### config.mk
export PLATFORM = sky130hd
export DESIGN_NAME = lo_offset_if_config
export DESIGN_NICKNAME = d
export VERILOG_FILES = /design/src/rtl/lo_cfg_pkg.sv /design/src/rtl/div_if.sv /design/src/rtl/lo_offset_if_config.sv /design/src/rtl/lo_of_divider.sv
export SDC_FILE = /design/constraint.sdc
export NUM_CORES = 1
export LEC_CHECK = 0
export BUFFER_PORTS_ARGS = -buffer_cell sky130_fd_sc_hd__buf_2
export CAP_MARGIN = 20
export CORE_MARGIN = 4
export CORE_UTILIZATION = 40
export DETAILED_ROUTE_END_ITERATION = 8
export PLACE_DENSITY = 0.57
export SYNTH_ARGS = -nofsm -noshare
export SYNTH_HDL_FRONTEND = slang
export SYNTH_SLANG_ARGS = --single-unit
### constraint.sdc
create_clock -name clock -period 3.38 [get_ports clock]
set_input_delay 0.507 -clock clock [delete_from_list [all_inputs] [get_ports clock]]
set_output_delay 0.507 -clock clock [all_outputs]
set_load 0.02 [all_outputs]
### src/rtl/lo_cfg_pkg.sv
// constants for the lo / offset / if configuration block
package lo_cfg_pkg;
  // ****************************************
  // register addresses (7-bit spi address)
  // ****************************************
  localparam logic [6:0] ADDR_LO_PATH_CONFIG     = 7'h20;
  localparam logic [6:0] ADDR_LO_FILTER_TUNE_A   = 7'h21;
  localparam logic [6:0] ADDR_LO_FILTER_TUNE_B   = 7'h22;
  localparam logic [6:0] ADDR_IF_BANDWIDTH_SELECT = 7'h25;
  localparam logic [6:0] ADDR_IF_GAIN_FWD        = 7'h26;
  localparam logic [6:0] ADDR_IF_GAIN_REV        = 7'h27;
  localparam logic [6:0] ADDR_ALIGN_STATUS       = 7'h28;

  // ****************************************
  // lo_path_config fields
  // ****************************************
  localparam int BYPASS_BIT     = 4;
  localparam int LO_MUL_SEL_LSB = 0;
  localparam int OF_DIV_SEL_LSB = 2;

  // ****************************************
  // reset values and encodings
  // ****************************************
  localparam logic [7:0] LO_PATH_CONFIG_RST = 8'h08;
  localparam logic [7:0] REG_RST            = 8'h00;
  localparam logic [1:0] LO_SEL_DIV2        = 2'h0;
  localparam logic [1:0] OF_SEL_DIV1        = 2'h0;
  localparam logic [1:0] OF_SEL_DIV2        = 2'h1;
  localparam logic [1:0] OF_SEL_DIV4        = 2'h2;
  localparam logic [1:0] OF_SEL_OFF         = 2'h3;

  // ****************************************
  // spi framing and pin synchroniser
  // ****************************************
  localparam logic [4:0] SPI_LAST_ADDR_BIT = 5'h07;
  localparam logic [4:0] SPI_LAST_DATA_BIT = 5'h0F;
  localparam int         SYNC_PINS         = 6;

  typedef enum logic [1:0] {
    SPI_CMD  = 2'b00,
    SPI_DATA = 2'b01,
    SPI_DONE = 2'b11
  } spi_phase_t;
endpackage : lo_cfg_pkg

### src/rtl/div_if.sv
// carrier between configuration logic and the lo / offset dividers
`timescale 1ns/1ps
interface div_if;
  logic       lo_edge;
  logic       of_edge;
  logic       align;
  logic       lo_half_en;
  logic [1:0] of_sel;
  logic       lo_out;
  logic       of_out;
  modport ctrl (output lo_edge, of_edge, align, lo_half_en, of_sel, input lo_out, of_out);
  modport div  (input lo_edge, of_edge, align, lo_half_en, of_sel, output lo_out, of_out);
endinterface : div_if

### src/rtl/lo_offset_if_config.sv
// lo path, offset divider and if configuration registers behind a 3-wire spi
`timescale 1ns/1ps
module lo_offset_if_config (
  input  wire logic       clock,
  input  wire logic       rst,
  input  wire logic       sclk,
  input  wire logic       csb_n,
  input  wire logic       sdio_in,
  input  wire logic       lo_in,
  input  wire logic       of_in,
  input  wire logic       align_in,
  output logic            sdio_out,
  output logic            sdio_oe,
  output logic            lo_direct_en,
  output logic            lo_mult_en,
  output logic [1:0]      lo_factor_sel,
  output logic            offset_mix_en,
  output logic [1:0]      offset_factor_sel,
  output logic [7:0]      filter_tune_a,
  output logic [7:0]      filter_tune_b,
  output logic [7:0]      if_bandwidth,
  output logic [7:0]      if_gain_fwd,
  output logic [7:0]      if_gain_rev,
  output logic            lo_div_out,
  output logic            offset_div_out
);
  // pin order inside the synchroniser vectors
  localparam int P_SCLK = 0;
  localparam int P_CSB  = 1;
  localparam int P_SDIO = 2;
  localparam int P_LO   = 3;
  localparam int P_OF   = 4;
  localparam int P_ALN  = 5;

  typedef struct packed {
    logic [lo_cfg_pkg::SYNC_PINS-1:0] sync1;
    logic [lo_cfg_pkg::SYNC_PINS-1:0] sync2;
    logic [lo_cfg_pkg::SYNC_PINS-1:0] sync3;
    logic [lo_cfg_pkg::SYNC_PINS-1:0] filt;
    lo_cfg_pkg::spi_phase_t           phase;
    logic [4:0]                       bit_cnt;
    logic [7:0]                       shift;
    logic                             rd_mode;
    logic [6:0]                       addr;
    logic [7:0]                       rd_data;
    logic                             sdio_out;
    logic                             sdio_oe;
    logic [7:0]                       lo_path;
    logic [7:0]                       tune_a;
    logic [7:0]                       tune_b;
    logic [7:0]                       bw;
    logic [7:0]                       gain_f;
    logic [7:0]                       gain_r;
    logic                             aligned;
    logic                             lo_direct;
    logic                             lo_mult;
    logic [1:0]                       lo_sel;
    logic                             of_mix;
    logic [1:0]                       of_sel;
  } cfg_state_t;

  cfg_state_t                       s_reg;
  cfg_state_t                       s_next;
  logic [lo_cfg_pkg::SYNC_PINS-1:0] agree;
  logic [lo_cfg_pkg::SYNC_PINS-1:0] rise;
  logic [lo_cfg_pkg::SYNC_PINS-1:0] fall;
  logic [7:0]                       wr_data;
  div_if                            dv ();

  // ****************************************
  // register read decode
  // ****************************************
  function automatic logic [7:0] reg_read(input cfg_state_t st, input logic [6:0] a);
    unique case (a)
      lo_cfg_pkg::ADDR_LO_PATH_CONFIG:      reg_read = st.lo_path;
      lo_cfg_pkg::ADDR_LO_FILTER_TUNE_A:    reg_read = st.tune_a;
      lo_cfg_pkg::ADDR_LO_FILTER_TUNE_B:    reg_read = st.tune_b;
      lo_cfg_pkg::ADDR_IF_BANDWIDTH_SELECT: reg_read = st.bw;
      lo_cfg_pkg::ADDR_IF_GAIN_FWD:         reg_read = st.gain_f;
      lo_cfg_pkg::ADDR_IF_GAIN_REV:         reg_read = st.gain_r;
      lo_cfg_pkg::ADDR_ALIGN_STATUS:        reg_read = {5'h00, offset_div_out, lo_div_out,
                                                        st.aligned};
      default:                              reg_read = 8'h00;
    endcase
  endfunction : reg_read

  // ****************************************
  // next state
  // ****************************************
  always_comb begin
    s_next = s_reg;
    // a pin change counts once the second and third stages agree
    agree   = ~(s_reg.sync2 ^ s_reg.sync3);
    rise    = agree & s_reg.sync3 & ~s_reg.filt;
    fall    = agree & ~s_reg.sync3 & s_reg.filt;
    wr_data = {s_reg.shift[6:0], s_reg.sync3[P_SDIO]};
    s_next.sync1 = {align_in, of_in, lo_in, sdio_in, csb_n, sclk};
    s_next.sync2 = s_reg.sync1;
    s_next.sync3 = s_reg.sync2;
    s_next.filt  = (agree & s_reg.sync3) | (~agree & s_reg.filt);

    if (s_reg.filt[P_CSB]) begin
      // deselect aborts any partial frame; a write only lands on its last bit
      s_next.phase   = lo_cfg_pkg::SPI_CMD;
      s_next.bit_cnt = 5'h00;
      s_next.sdio_oe = 1'b0;
    end else begin
      if (rise[P_SCLK] && s_reg.phase != lo_cfg_pkg::SPI_DONE) begin
        s_next.shift   = wr_data;
        s_next.bit_cnt = s_reg.bit_cnt + 5'h01;
        if (s_reg.bit_cnt == lo_cfg_pkg::SPI_LAST_ADDR_BIT) begin
          s_next.rd_mode = s_reg.shift[6];
          s_next.addr    = wr_data[6:0];
          s_next.rd_data = reg_read(s_reg, wr_data[6:0]);
          s_next.phase   = lo_cfg_pkg::SPI_DATA;
        end
        if (s_reg.bit_cnt == lo_cfg_pkg::SPI_LAST_DATA_BIT) begin
          s_next.phase = lo_cfg_pkg::SPI_DONE;
          if (!s_reg.rd_mode) begin
            unique case (s_reg.addr)
              lo_cfg_pkg::ADDR_LO_FILTER_TUNE_A:    s_next.tune_a = wr_data;
              lo_cfg_pkg::ADDR_LO_FILTER_TUNE_B:    s_next.tune_b = wr_data;
              lo_cfg_pkg::ADDR_LO_PATH_CONFIG:      s_next.lo_path = wr_data;
              lo_cfg_pkg::ADDR_IF_BANDWIDTH_SELECT: s_next.bw = wr_data;
              lo_cfg_pkg::ADDR_IF_GAIN_FWD:         s_next.gain_f = wr_data;
              lo_cfg_pkg::ADDR_IF_GAIN_REV:         s_next.gain_r = wr_data;
              default:                              s_next.addr = s_reg.addr;
            endcase
          end
        end
      end
      if (fall[P_SCLK] && s_reg.rd_mode && s_reg.phase == lo_cfg_pkg::SPI_DATA) begin
        s_next.sdio_oe  = 1'b1;
        s_next.sdio_out = s_reg.rd_data[7];
        s_next.rd_data  = {s_reg.rd_data[6:0], 1'b0};
      end
    end

    // one align edge is enough; the flag stays set
    if (rise[P_ALN]) begin
      s_next.aligned = 1'b1;
    end

    s_next.lo_direct = s_next.lo_path[lo_cfg_pkg::BYPASS_BIT];
    s_next.lo_sel = s_next.lo_direct ? 2'h1 : s_next.lo_path[lo_cfg_pkg::LO_MUL_SEL_LSB +: 2];
    s_next.lo_mult = !s_next.lo_direct && s_next.lo_sel[1];
    s_next.of_sel = s_next.lo_direct ? lo_cfg_pkg::OF_SEL_OFF
                                     : s_next.lo_path[lo_cfg_pkg::OF_DIV_SEL_LSB +: 2];
    s_next.of_mix = s_next.of_sel != lo_cfg_pkg::OF_SEL_OFF;
  end

  always_ff @(posedge clock or posedge rst) begin
    if (rst) begin
      s_reg         <= '0;
      s_reg.filt    <= {lo_cfg_pkg::SYNC_PINS{1'b0}} | 6'h02;
      s_reg.sync1   <= 6'h02;
      s_reg.sync2   <= 6'h02;
      s_reg.sync3   <= 6'h02;
      s_reg.lo_path <= lo_cfg_pkg::LO_PATH_CONFIG_RST;
      s_reg.tune_a  <= lo_cfg_pkg::REG_RST;
      s_reg.of_sel  <= lo_cfg_pkg::OF_SEL_DIV4;
      s_reg.of_mix  <= 1'b1;
    end else begin
      s_reg <= s_next;
    end
  end

  // ****************************************
  // dividers
  // ****************************************
  // divider edges and align come from the filtered pins
  assign dv.lo_edge    = rise[P_LO] | fall[P_LO];
  assign dv.of_edge    = rise[P_OF] | fall[P_OF];
  assign dv.align      = rise[P_ALN];
  assign dv.lo_half_en = !s_reg.lo_direct && s_reg.lo_sel == lo_cfg_pkg::LO_SEL_DIV2;
  assign dv.of_sel     = s_reg.of_sel;

  lo_of_divider u_div (
    .clock (clock),
    .rst   (rst),
    .dv    (dv.div)
  );

  assign sdio_out          = s_reg.sdio_out;
  assign sdio_oe           = s_reg.sdio_oe;
  assign lo_direct_en      = s_reg.lo_direct;
  assign lo_mult_en        = s_reg.lo_mult;
  assign lo_factor_sel     = s_reg.lo_sel;
  assign offset_mix_en     = s_reg.of_mix;
  assign offset_factor_sel = s_reg.of_sel;
  assign filter_tune_a     = s_reg.tune_a;
  assign filter_tune_b     = s_reg.tune_b;
  assign if_bandwidth      = s_reg.bw;
  assign if_gain_fwd       = s_reg.gain_f;
  assign if_gain_rev       = s_reg.gain_r;
  assign lo_div_out        = dv.lo_out;
  assign offset_div_out    = dv.of_out;

  // ****************************************
  // checks
  // ****************************************
  a_bypass_direct: assert property (@(posedge clock) disable iff (rst)
    s_reg.lo_path[lo_cfg_pkg::BYPASS_BIT] == lo_direct_en)
    else $error("bypass output does not follow bit 4");
  a_bypass_path_idle: assert property (@(posedge clock) disable iff (rst)
    lo_direct_en |-> (!lo_mult_en && !offset_mix_en && !dv.lo_half_en))
    else $error("multiplier or offset path active in bypass");
  // bypass must already stand: the write that enters bypass moves the select on purpose
  a_bypass_fields_masked: assert property (@(posedge clock) disable iff (rst)
    (lo_direct_en && $past(lo_direct_en) && $changed(s_reg.lo_path[3:0]))
    |-> ($stable(lo_factor_sel) && offset_factor_sel == lo_cfg_pkg::OF_SEL_OFF))
    else $error("select fields leak through bypass");
  a_lo_factor_sel: assert property (@(posedge clock) disable iff (rst)
    !lo_direct_en |-> (lo_factor_sel == s_reg.lo_path[1:0] && lo_mult_en == lo_factor_sel[1]))
    else $error("lo factor select wrong");
  a_of_sel_decode: assert property (@(posedge clock) disable iff (rst)
    !lo_direct_en |-> (offset_factor_sel == s_reg.lo_path[3:2]
    && offset_mix_en == (s_reg.lo_path[3:2] != lo_cfg_pkg::OF_SEL_OFF)))
    else $error("offset select decode wrong");
  a_tune_write: assert property (@(posedge clock) disable iff (rst)
    (rise[P_SCLK] && !s_reg.filt[P_CSB] && !s_reg.rd_mode && s_reg.bit_cnt == 5'h0F
    && s_reg.addr == lo_cfg_pkg::ADDR_LO_FILTER_TUNE_A) |=> filter_tune_a == $past(wr_data))
    else $error("tune register write lost");
  a_gain_separate: assert property (@(posedge clock) disable iff (rst)
    $changed(if_gain_fwd) |-> $stable(if_gain_rev))
    else $error("gain channels not independent");
  a_align_single: assert property (@(posedge clock) disable iff (rst)
    rise[P_ALN] |=> s_reg.aligned ##1 s_reg.aligned)
    else $error("single align pulse not enough");
  a_sdio_release: assert property (@(posedge clock) disable iff (rst)
    s_reg.filt[P_CSB] |=> !sdio_oe)
    else $error("sdio driven while deselected");
endmodule : lo_offset_if_config

### src/rtl/lo_of_divider.sv
// digital lo divide-by-2 and offset divide-by-1/2/4 with alignment
`timescale 1ns/1ps
module lo_of_divider (
  input  wire logic clock,
  input  wire logic rst,
  div_if.div        dv
);
  typedef struct packed {
    logic [1:0] lo_cnt;
    logic [2:0] of_cnt;
    logic       lo_out;
    logic       of_out;
  } div_state_t;

  div_state_t s_reg;
  div_state_t s_next;

  // edges count both transitions of the input, so bit k toggles every 2^k edges
  always_comb begin
    s_next = s_reg;
    if (dv.align) begin
      s_next.lo_cnt = 2'h0;
      s_next.of_cnt = 3'h0;
    end else begin
      if (dv.lo_edge && dv.lo_half_en) begin
        s_next.lo_cnt = s_reg.lo_cnt + 2'h1;
      end
      if (dv.of_edge && dv.of_sel != lo_cfg_pkg::OF_SEL_OFF) begin
        s_next.of_cnt = s_reg.of_cnt + 3'h1;
      end
    end
    s_next.lo_out = dv.lo_half_en ? s_next.lo_cnt[1] : 1'b0;
    unique case (dv.of_sel)
      lo_cfg_pkg::OF_SEL_DIV1: s_next.of_out = s_next.of_cnt[0];
      lo_cfg_pkg::OF_SEL_DIV2: s_next.of_out = s_next.of_cnt[1];
      lo_cfg_pkg::OF_SEL_DIV4: s_next.of_out = s_next.of_cnt[2];
      lo_cfg_pkg::OF_SEL_OFF:  s_next.of_out = 1'b0;
    endcase
  end

  always_ff @(posedge clock or posedge rst) begin
    if (rst) begin
      s_reg <= '0;
    end else begin
      s_reg <= s_next;
    end
  end

  assign dv.lo_out = s_reg.lo_out;
  assign dv.of_out = s_reg.of_out;

  a_div_align_zero: assert property (@(posedge clock) disable iff (rst)
    dv.align |=> (s_reg.lo_cnt == 2'h0 && s_reg.of_cnt == 3'h0 && !dv.lo_out))
    else $error("dividers not cleared by align");
  // an align while off may still clear the counter, so it is left out here
  a_of_off_quiet: assert property (@(posedge clock) disable iff (rst)
    (dv.of_sel == lo_cfg_pkg::OF_SEL_OFF && !dv.align)
    |=> (!dv.of_out && $stable(s_reg.of_cnt)))
    else $error("offset divider runs while off");
  a_of_div4_rate: assert property (@(posedge clock) disable iff (rst)
    (dv.of_sel == lo_cfg_pkg::OF_SEL_DIV4 && !dv.align && dv.of_edge && s_reg.of_cnt == 3'h3)
    |=> (dv.of_out && s_reg.of_cnt == 3'h4))
    else $error("divide by 4 output wrong");
endmodule : lo_of_divider

After elaboration in Yosys (flattened, before gate mapping)
Cells that the tools add are included.
{"block": "word_totals", "ff_bits": 120, "input_bits": 8, "output_inout_bits": 51, "elab_cells": 129}
{"block": "op_classes", "addsub": 3, "eq_ne": 23, "mux": 28, "bitwise_logic": 15, "reduce_logical": 30}
{"operator": "$mux W45", "count": 4}
{"operator": "$eq A7 B6 Y1 const B", "count": 13}
{"operator": "$pmux W8 S7", "count": 1}
{"operator": "$mux W8", "count": 5}
{"operator": "$mux W31", "count": 1}
{"operator": "$reduce_and A5 Y1", "count": 6}
{"operator": "$mux W7", "count": 4}
{"operator": "$and A6 B6 Y6", "count": 3}
{"operator": "$not A6 Y6", "count": 3}
{"operator": "$mux W16", "count": 1}
{"operator": "$and A5 B5 Y5", "count": 2}
{"operator": "$mux W10", "count": 1}
{"operator": "$mux W2", "count": 5}
{"operator": "$mux W5", "count": 2}
{"operator": "$reduce_bool A2 Y1", "count": 5}
{"operator": "$reduce_and A3 Y1", "count": 3}
{"operator": "$logic_and A1 B1 Y1", "count": 7}
{"operator": "$ne A2 B2 Y1 const B", "count": 3}
{"operator": "$or A6 B6 Y6", "count": 1}
{"operator": "$reduce_and A2 Y1", "count": 3}
{"operator": "$reduce_or A6 Y1", "count": 1}
{"operator": "$xor A6 B6 Y6", "count": 1}
{"operator": "$add A5 B1 Y5 const B", "count": 1}
{"operator": "$eq A5 B3 Y1 const B", "count": 1}
{"operator": "15 further kinds", "count": 22}

Logic depth before layout (Yosys ltp)
Gate-level depths: netlist (run 1).
{"block": "logic_depth", "depth_word": 9, "depth_mapped": 9, "mapped_depth_nobuf": 8}

Hierarchy
From an unflattened synthesis (run 1), not the netlist that was laid out.
{"block": "hier_totals", "cells_unflattened": 462, "hier_area_um2": 5694.2}
{"mod": "lo_offset_if_config", "instances": 1, "cells_per_inst": 426, "area_each_um2": 5323.9, "seq_area_each_um2": 2736.4}
{"mod": "lo_of_divider", "instances": 1, "cells_per_inst": 36, "area_each_um2": 370.4, "seq_area_each_um2": 175.2}

Worst setup path before layout (run 1)
No wires, ideal clock.
{"block": "synth_path", "path_type": "register to register", "start": "reg s_reg[82] (netlist bit)", "end": "reg s_reg (netlist bit filter_tune_b[0])", "setup_ps": 125, "t_arrival_ps": 2206, "t_required_ps": 3255, "slack_ps": 1050, "stages_incl_launch_ff": 9, "path_buffers": 0, "synth_period_minus_slack_ps": 2330, "path_cell_list": "dfrtp_1 ha_1 and3_1 ha_1 nor2b_1 nand2_1 or3_4 nor3b_4 mux2_2"}
{"block": "synth_between", "elab_chain_cells": 2}
{"item": "start: declaration", "line": "lo_offset_if_config.sv:62", "text": "cfg_state_t s_reg;"}
{"item": "start signal: assignment", "line": "lo_offset_if_config.sv:164", "text": "s_reg <= s_next;"}
{"item": "$eq A5 B4 Y1", "line": "lo_offset_if_config.sv:117", "text": "if (s_reg.bit_cnt == lo_cfg_pkg::SPI_LAST_DATA_BIT) begin"}
{"item": "$reduce_and A5 Y1 (no line)"}
Every way passes these cells.
A chain may end at the register's enable or synchronous reset.

Final worst setup path (run 1)
{"block": "layout_path", "start": "reg s_reg[82] (netlist bit)", "end": "reg s_reg (netlist bit filter_tune_a[0])"}
Same word-level chain as after synthesis.

==> impl_metrics.csv, run 1 <==
group,metric,value,unit
sta,rsz0062_at_grt,"false",
synthesis,per_instance_average_area_after_synthesis,11.9,um^2
critical_path,worst-endpoint-arrival,2.95,ns
floorplanning,fp.coreArea,13300,um^2
clocking,cts-root-to-sink-buffers,2,
job,drv_cap,0,
power_and_ir_drop,static-leakage-power,3.01,nW
clocking,postCtsHoldBufs,0,
synthesis,number_of_distinct_library_cells_after_synthesis,50,
sta,fmax,377,MHz
clocking,clkSlewWorstSetupHoldPaths,0.06,ns
final_layout,nFillCells,1233,
floorplanning,num_rows,42,
drt,drt-wirelength-per-cell,17.6,um
final_layout,layout.cells.most_common,"dfrtp_1",
floorplanning,floorplan.initialDensity,41.3,%
clocking,cts.sink_count,116,
clocking,post-cts-setup-buffer-count,0,
drt,postRouteWirelength,11700,um
sta,final.setup.tns,0,ns
sta,finalHoldViolations,0,
final_layout,final_layout_size_suffix_gt1_share,37.3,%
critical_path,worstSetupEndpointType,"register",
drt,drt.antenna.violating_nets,0,
synthesis,yosysSeqAreaShare,52.9,%
sta,period_share,78.5,%
floorplanning,die_w,125,um
clocking,clk_root_buffer_cell,"clkbuf_16",
final_layout,design_area,6310,um^2
sta,final_setup_violations,0,
global_routing,track_usage,15.9,%
power_and_ir_drop,power.density,651,nW/um^2
drt,detail_route.vias_per_cell,5.18,
status,run_status,"complete, no violations",
sta,worst_pin_slew,0.874,ns
clocking,post_cts.resized_instances,0,
final_layout,design.final.nets,496,
floorplanning,io_pins,59,
synthesis,yosys_register_bits,116,
synthesis,synth.top_cell.area_share,49.5,%
final_layout,final_util,47.3,%
sta,slew-limit-headroom,41.6,%
synthesis,leading_cell_types_by_total_area_after_synthesis,"dfrtp_1, mux2_2, buf_4",
global_routing,first_global_vias,3555,
place,hpwl_after_dpl,7910,um
global_routing,grt_start_max_net_pins,81,
synthesis,postSynthNetCount,481,
synthesis,synth_top_cell_by_area,"dfrtp_1",
global_routing,overflow,0,
power_and_ir_drop,total_power,4.11,mW
final_layout,synthToLayoutAreaGrowth,14.6,%
sta,report.final.slew_viol_count,0,
clocking,cts_htree_levels,4,
final_layout,most-common-layout-cells,"dfrtp_1, mux2_2, buf_2",
clocking,cts_buffers,17,
critical_path,critical_path_peak_fanout,8,
global_routing,antenna_violations_before_repair,0,
synthesis,yosys_warnings,0,
critical_path,cp-start-kind,"register",
sta,period_minus_slack,2.65,ns
clocking,clock_latency,0.41,ns
place,post_dp_cell_area,5660,um^2
drt,drcViolationCount,0,
final_layout,diodes,0,
floorplanning,floorplan.die_area,15700,um^2
drt,initialDrtViolationCount,203,
synthesis,synth_area,5510,um^2
sta,fin_worst_skew,0.00600,ns
critical_path,setup.worst_path.class,"reg2reg",
worst_hold_path,timing.hold.worst.class,"in2reg",
critical_path,critPathRequiredTime,3.68,ns
power_and_ir_drop,max-vdd-ir-drop,0.295,mV
place,numPortBuffers,58,
floorplanning,die_height,125,um
synthesis,netlist_instances,463,
drt,detailedRoute.firstPassIterationCount,4,
place,routabilityCongestion,0.814,
global_routing,wire_length_of_the_first_global_routing_pass,19600,um
drt,via_count,3455,
clocking,cts_tree,"done",
critical path, stage by stage (launching register included):
cell and delay, ns:
dfrtp_1 0.38, ha_1 0.20, and3_1 0.15, ha_1 0.17, nor2b_1 0.18, nand2_1 0.14, or3_4 0.40, nor3b_4 0.51
mux2_2 0.41
synthesized netlist by cell type, drive strengths merged:
cell and count:
nand3 6, mux2i 11, dfstp 7, and3b 2, and2 3, or2 1
nor2 22, a21oi 23, nand3b 6, o32ai 1, a211oi 3, maj3 1
nor4bb 1, nor3b 4, or3 1, o21ai 14, ha 10, inv 11
a211o 1, nor4b 4, nor4 2, a31oi 3, or4b 1, and4 1
nor3 11, mux2 71, a22o 2, clkbuf 20, xnor2 3, a32o 1
nand2 19, o22ai 2, o2111ai 1, o211ai 2, o211a 1, buf 49
nand4 3, a22oi 11, dfrtp 109, nor2b 7, and3 3, xor2 4
nand2b 5
per-stage QoR:
step	std cells	worst slack (ns)	hold WS (ns)
floorplan	463	1.05	0.331
global placement	635	0.727	0.332
global route	667	0.528	0.175
finish	667	0.725	0.195
CTS	667	0.702	0.178
detailed placement	635	0.708	0.336
path summary, 6_finish.rpt:
| kind | start | end | cells past startpoint | slack (ns) |
|---|---|---|---|---|
| setup / recovery | s_reg[82] | filter_tune_a[0] | 8 | 0.73 |
| min in group asynchronous | rst | s_reg[95] | 2 | 0.27 |
| setup reg to reg | s_reg[82] | filter_tune_a[0] | 8 | 0.73 |
| hold reg to reg | s_next[105] | s_next[99] | 0 | 0.35 |
| hold / removal | csb_n | s_next[102] | 1 | 0.19 |
| max in group asynchronous | rst | offset_mix_en | 3 | 2.22 |
layer usage:
metal	part of all wire, %	GRT usage, %
met1	48	21.9
met2	44	22.6
met3	4.3	4.35
met4	3.8	9.06
met5	0	0
final cells by class:
class | count | area [um^2] | share of cell area, %
Tap cell | 176 | 220 | 3.49
Clock inverter | 12 | 201 | 3.19
Multi-Input combinational cell | 267 | 2120 | 33.6
Clock buffer | 20 | 457 | 7.23
Inverter | 11 | 45.0 | 0.713
Sequential cell | 116 | 2910 | 46.1
Timing Repair Buffer | 65 | 355 | 5.63
power by group:
part	leakage, nW	total [mW]	switching (mW)	internal [mW]
clock network	0.305	1.98	0.631	1.35
registers	1.53	1.62	0.138	1.49
logic	1.18	0.507	0.314	0.193
cells by family after synthesis:
| group | share of synthesized area (%) |
|---|---|
| XOR/XNOR | 1.11 |
| flip-flops | 52.9 |
| adder cells (fa/ha/maj) | 2.45 |
| AND/OR/NAND/NOR | 11.2 |
| AO/OA/AOI/OAI | 7.27 |
| multiplexers | 16.5 |
| buffers and inverters | 8.61 |
No activity file was read; power rests on OpenSTA's default activity.
==> inputs of run 2 (changes only) <==
- clock period: 3.38 -> 2.3 ns (I/O delays scaled with it)
==> run 2 against run 1 <==
Critical endpoint is now filter_tune_a[5]; highest routed layer unchanged; critical path type unchanged; routed wire length grew 5.0%; largest power group unchanged; final area grew 4.1%; worst hold slack lost 0.16 ns; clock power grew 27%.
==> impl_metrics.csv, run 2 (synthesized netlist as in run 1, its figures left out) <==
group,metric,value,unit
critical_path,critical_path_peak_fanout,4,
clocking,clkSlewWorstSetupHoldPaths,0.05,ns
critical_path,end_of_the_worst_register_to_register_path,"filter_tune_a[5]",
drt,drt-wirelength-per-cell,17.7,um
floorplanning,floorplan.initialDensity,41.3,%
status,run_status,"complete, no violations",
place,routabilityCongestion,0.792,
final_layout,diodes,0,
drt,initialDrtViolationCount,252,
drt,detail_route.vias_per_cell,5.17,
power_and_ir_drop,power.internal,4.23,mW
critical_path,cp-start-kind,"register",
drt,drcViolationCount,0,
place,post-place-cells,664,
final_layout,stdcell_count,698,
drt,drt.antenna.violating_nets,0,
power_and_ir_drop,static-leakage-power,3.16,nW
sta,final_setup_violations,0,
clocking,cts.sink_count,116,
final_layout,design.final.nets,527,
critical_path,crit-reg2reg-launch,"s_reg[82]",
drt,detailedRoute.firstPassIterationCount,4,
power_and_ir_drop,sequentialPowerShare,40.2,%
drt,m1WireLength,5390,um
sta,final.setup.tns,0,ns
sta,report.final.slew_viol_count,0,
sta,finalHoldViolations,0,
sta,rsz0062_at_grt,"true",
final_layout,design_area,6580,um^2
sta,fin_worst_skew,0.00728,ns
floorplanning,die_w,125,um
floorplanning,io_pins,59,
place,post_dp_cell_area,5890,um^2
drt,routed.top_layer,"met4",
power_and_ir_drop,power.density,878,nW/um^2
global_routing,overflow,0,
global_routing,grt_start_max_net_pins,117,
power_and_ir_drop,switchingPower,1.54,mW
critical_path,worst-endpoint-arrival,2.58,ns
global_routing,track_usage,16.6,%
global_routing,antenna_violations_before_repair,0,
drt,wl_met3,661,um
floorplanning,die_height,125,um
sta,period_minus_slack,2.29,ns
sta,worst_pin_slew,0.732,ns
power_and_ir_drop,pwr-share-clk,43.7,%
sta,fmax,437,MHz
clocking,cts_tree,"done",
job,drv_cap,0,
critical_path,worstSetupEndpointType,"register",
floorplanning,fp.coreArea,13300,um^2
drt,met2_length,5980,um
floorplanning,floorplan.die_area,15700,um^2
clocking,clock_latency,0.41,ns
clocking,cts_buffers,17,
critical_path,setup.worst_path.class,"reg2reg",
clocking,cts_htree_levels,4,
place,numPortBuffers,58,
critical_path,timing.reg2reg.setup_slack,0.01,ns
place,hpwl_after_dpl,8370,um
power_and_ir_drop,swShare,26.7,%
final_layout,most-common-layout-cells,"dfrtp_1, buf_2, mux2_2",
power_and_ir_drop,max-vdd-ir-drop,0.400,mV
worst_hold_path,hold_depth,1,
global_routing,wire_length_of_the_first_global_routing_pass,20200,um
clocking,clk_root_buffer_cell,"clkbuf_16",
critical_path,rr_worst_depth,9,
final_layout,layout.cells.most_common,"dfrtp_1",
drt,postRouteWirelength,12300,um
worst_hold_path,timing.hold.worst.start,"csb_n",
critical_path,critPathRequiredTime,2.59,ns
sta,period_share,99.5,%
floorplanning,num_rows,42,
worst_hold_path,timing.hold.worst.class,"in2reg",
global_routing,first_global_vias,3743,
final_layout,final_layout_size_suffix_gt1_share,41.0,%
final_layout,synthToLayoutAreaGrowth,19.4,%
worst_hold_path,holdPathEnd,"s_next[102]",
power_and_ir_drop,combinationalPowerShare,16.1,%
clocking,cts-root-to-sink-buffers,2,
drt,via_count,3606,
clocking,postCtsHoldBufs,0,
final_layout,final_util,49.3,%
sta,slew-limit-headroom,51.2,%
==> run 2: changes by cell type in the layout (fill, tap and decap cells not counted), sizes merged <==
cell | previous run | this run
clkinv | 1 | 3
inv | 11 | 10
bufinv | 5 | 2
buf | 65 | 96
clkbuf | 20 | 27
clkinvlp | 6 | 1
==> run 2: worst max path at each step <==
| stage | end | start | slack (ns) | depth (start not counted) |
|---|---|---|---|---|
| floorplan | filter_tune_a[0] | s_reg[82] | 0.01 | 8 |
| global placement | filter_tune_b[5] | s_reg[82] | 0.07 | 9 |
| detailed placement | filter_tune_b[1] | s_reg[82] | 0.02 | 9 |
| CTS | filter_tune_b[5] | s_reg[82] | 0.002 | 9 |
| global route | filter_tune_a[0] | s_reg[82] | -0.08 | 9 |
| finish | filter_tune_a[5] | s_reg[82] | 0.01 | 9 |
==> run 2: layout make-up <==
cell class	count	area [um^2]
Tap cell	176	220
Clock buffer	27	493
Clock inverter	5	75.1
Sequential cell	116	2910
Timing Repair Buffer	96	612
Inverter	11	45.0
Fill cell	1226	6770
Multi-Input combinational cell	267	2220
==> run 2: per-stage QoR <==
stage | hold WS, ns | setup WS [ns] | power, mW
floorplan | 0.331 | 0.0120 | 2.92
global placement | 0.334 | 0.0708 | 3.26
detailed placement | 0.336 | 0.0222 | 3.28
CTS | 0.00852 | 0.00209 | 5.84
global route | 0.0156 | -0.0820 | 6.06
finish | 0.0313 | 0.0122 | 5.77
==> run 2: worst max-delay path: stages (launching register included) <==
cell and delay [ns]:
dfrtp_1 0.36, ha_2 0.18, and3_4 0.19, ha_4 0.13
nor2b_4 0.15, nand2_2 0.06, or3_4 0.40, nor3b_4 0.24
buf_6 0.16, mux2_4 0.30
==> run 2: repair_timing <==
item / in CTS / in global routing
endpoints found under the setup margin: 0 / 50
buffers inserted: 0 / 2
resized for setup: 0 / 26
==> run 2: routing by layer <==
| metal | up-vias | global-route usage (%) |
|---|---|---|
| li1 | 1682 | - |
| met1 | 1810 | 21.4 |
| met2 | 96 | 25.7 |
| met3 | 18 | 5.16 |
| met4 | 0 | 7.46 |
| met5 | - | 0 |
==> run 2: power groups by stage <==
| stage | Combinational [mW] | Sequential [mW] | Clock, mW |
|---|---|---|---|
| 2_1_floorplan | 0.601 | 2.32 | 0 |
| 3_3_place_gp | 0.914 | 2.35 | 0 |
| 3_5_place_dp | 0.931 | 2.35 | 0 |
| 4_1_cts | 0.936 | 2.32 | 2.58 |
| 5_1_grt | 1.04 | 2.34 | 2.68 |
| 6_report | 0.929 | 2.32 | 2.52 |
==> inputs of run 3 (changes only) <==
- ABC_AREA: not set -> 1
- PLACE_DENSITY: 0.57 -> 0.55
- clock period: 2.3 -> 2.7 ns (I/O delays scaled with it)
==> run 3 against run 2 <==
Sequential share of layout area increased by 1.3 points; fmax rose by 4.7%; setup slack better by 0.50 ns; routed wire length increased by 4.9%; final area shrank 2.9%; combinational power fell by 38%; critical path type unchanged; register-to-register slack improved by 0.50 ns.
==> impl_metrics.csv, run 3 <==
group,metric,value,unit
status,run_status,"complete, no violations",
drt,drt.antenna.violating_nets,0,
synthesis,postSynthNetCount,673,
final_layout,layout.area.seq,2910,um^2
floorplanning,floorplan.initialDensity,40.7,%
synthesis,synth.cells.most_frequent,"nand2_1, dfrtp_1, nor2_1",
drt,via_count,4254,
drt,detailedRoute.firstPassIterationCount,5,
worst_hold_path,timing.hold.worst.class,"in2async",
clocking,cts_tree,"done",
final_layout,synthToLayoutAreaGrowth,13.3,%
synthesis,per_instance_average_area_after_synthesis,8.60,um^2
sta,worst_pin_slew,0.629,ns
critical_path,crit-reg2reg-launch,"s_reg[82]",
synthesis,post-synth-top-count-cell,"nand2_1",
synthesis,synth_area,5630,um^2
sta,fin_worst_skew,0.00713,ns
place,numPortBuffers,58,
drt,initialDrtViolationCount,371,
floorplanning,floorplan.die_area,16000,um^2
global_routing,wire_length_of_the_first_global_routing_pass,20900,um
final_layout,design.final.nets,698,
critical_path,rr_worst_depth,10,
clocking,clock_latency,0.42,ns
clocking,post_cts.resized_instances,0,
final_layout,final_layout_size_suffix_gt1_share,20.3,%
critical_path,critical_path_peak_fanout,16,
drt,wl_met3,875,um
drt,met2_length,6010,um
final_layout,diodes,0,
clocking,cts.sink_count,116,
sta,period_share,80.9,%
sta,period_minus_slack,2.18,ns
synthesis,yosysSeqAreaShare,51.7,%
sta,slew-limit-headroom,58.0,%
sta,report.final.slew_viol_count,0,
critical_path,cp-start-kind,"register",
sta,post-route-worst-setup-slack,0.516,ns
drt,routed.top_layer,"met4",
global_routing,overflow,0,
clocking,cts_htree_levels,4,
final_layout,most-common-layout-cells,"nand2_1, dfrtp_1, nor2_1",
synthesis,netlist_instances,655,
final_layout,area_of_the_multi_input_gates,2030,um^2
synthesis,number_of_distinct_library_cells_after_synthesis,36,
place,dpl_worst_slack,0.515,ns
global_routing,track_usage,16.9,%
synthesis,synth_top_flop_cell,"dfrtp_1",
synthesis,synth.top_cell.area_share,48.4,%
critical_path,worst-endpoint-arrival,2.52,ns
clocking,post-cts-setup-buffer-count,0,
critical_path,end_of_the_worst_register_to_register_path,"if_bandwidth[6]",
floorplanning,die_w,127,um
sta,final.setup.tns,0,ns
global_routing,first_global_vias,4037,
critical_path,critPathRequiredTime,3.04,ns
sta,finalHoldViolations,0,
drt,drcViolationCount,0,
sta,holdWs,0.0784,ns
clocking,clk_root_buffer_cell,"clkbuf_16",
power_and_ir_drop,static-leakage-power,3.27,nW
drt,postRouteWirelength,12900,um
global_routing,grt_start_max_net_pins,95,
sta,rsz0062_at_grt,"false",
critical_path,worstSetupEndpointType,"register",
sta,final_setup_violations,0,
synthesis,leading_cell_types_by_total_area_after_synthesis,"dfrtp_1, nand2_1, nor2_1",
synthesis,yosys_warnings,0,
floorplanning,die_height,127,um
drt,drt-wirelength-per-cell,14.8,um
synthesis,synth_edf_count,0,
clocking,clkSlewWorstSetupHoldPaths,0.05,ns
synthesis,postSynth.asyncResetShare,100,%
final_layout,layout.cells.most_common,"nand2_1",
critical_path,setup.worst_path.class,"reg2reg",
clocking,cts_buffers,17,
drt,detail_route.vias_per_cell,4.87,
synthesis,synth_top_cell_by_area,"dfrtp_1",
synthesis,yosys_register_bits,116,
final_layout,nFillCells,1344,
sta,fmax,458,MHz
floorplanning,io_pins,59,
final_layout,final_util,46.2,%
global_routing,antenna_violations_before_repair,0,
place,hpwl_after_dpl,9130,um
floorplanning,num_rows,43,
power_and_ir_drop,max-vdd-ir-drop,0.508,mV
critical_path,timing.reg2reg.setup_slack,0.52,ns
clocking,cts-root-to-sink-buffers,2,
drt,m1WireLength,5850,um
job,drv_cap,0,
place,routabilityCongestion,0.846,
power_and_ir_drop,power.density,753,nW/um^2
clocking,postCtsHoldBufs,0,
floorplanning,fp.coreArea,13800,um^2
==> run 3: cell types whose count changed in the layout (fill, tap and decap cells not counted), sizes merged, moves of 7 or more <==
| cell | before | now |
|---|---|---|
| mux2 | 71 | 1 |
| a22oi | 11 | 0 |
| nor2 | 22 | 111 |
| nor2b | 7 | 0 |
| o21ai | 14 | 45 |
| buf | 96 | 65 |
| inv | 10 | 68 |
| mux2i | 11 | 0 |
| nand3 | 6 | 55 |
| nor3 | 11 | 4 |
| a21oi | 23 | 40 |
| nand2 | 19 | 133 |
==> run 3: layout make-up <==
| type | count | area share, % |
|---|---|---|
| timing repair buffer | 65 | 5.57 |
| clock buffer | 22 | 7.27 |
| inverter | 69 | 4.12 |
| clock inverter | 10 | 2.04 |
| tap | 180 | 3.53 |
| multi-input combinational | 411 | 31.9 |
| sequential | 116 | 45.6 |
==> run 3: kinds of logic (layout without fill, tap and decap cells) <==
group                    Yosys count  after routing  synth area share, %
AND/OR/NAND/NOR                  311            311                 24.9
multiplexers                       1              1                0.200
AO/OA/AOI/OAI                     87             87                 8.42
flip-flops                       116            116                 51.7
buffers and inverters            128            166                 12.2
adder cells (fa/ha/maj)           11             11                 2.40
XOR/XNOR                           1              1                0.155
==> run 3: worst max path at each step <==
| stage | start | end | slack, ns |
|---|---|---|---|
| detailed placement | s_reg[82] | if_bandwidth[3] | 0.52 |
| CTS | s_reg[82] | if_bandwidth[3] | 0.50 |
| finish | s_reg[82] | if_bandwidth[6] | 0.52 |
| global placement | s_reg[82] | if_bandwidth[0] | 0.62 |
| global route | s_reg[82] | if_bandwidth[1] | 0.25 |
| floorplan | s_reg[82] | lo_factor_sel[0] | 0.86 |
==> run 3: stage by stage <==
stage / cells / cell area, um^2 / power (mW)
6_report: 873 / 6380 / 4.81
3_5_place_dp: 841 / 5790 / 2.57
3_3_place_gp: 841 / 5790 / 2.56
4_1_cts: 873 / 6380 / 4.86
5_1_grt: 873 / 6380 / 5.03
2_1_floorplan: 655 / 5640 / 2.37
==> run 3: worst max-delay path: stages (launching register included) <==
cell and delay (ns):
dfrtp_1 0.38, ha_1 0.17, nand2_1 0.10, nor2_1 0.11
ha_1 0.17, inv_1 0.05, nor2_1 0.22, nand2_4 0.14
nor3_4 0.51, nor2_1 0.08, a21oi_1 0.15
==> run 3: where the power goes <==
| group | leakage, nW | internal, mW | switching, mW |
|---|---|---|---|
| clock | 0.290 | 1.49 | 0.773 |
| combinational | 1.45 | 0.153 | 0.421 |
| sequential | 1.53 | 1.85 | 0.117 |
==> run 3: layer usage <==
| metal | track usage [%] | vias to the layer above |
|---|---|---|
| met2 | 25.7 | 116 |
| li1 | - | 2093 |
| met3 | 5.22 | 22 |
| met1 | 22.8 | 2023 |
| met5 | 0 | - |
| met4 | 6.12 | 0 |
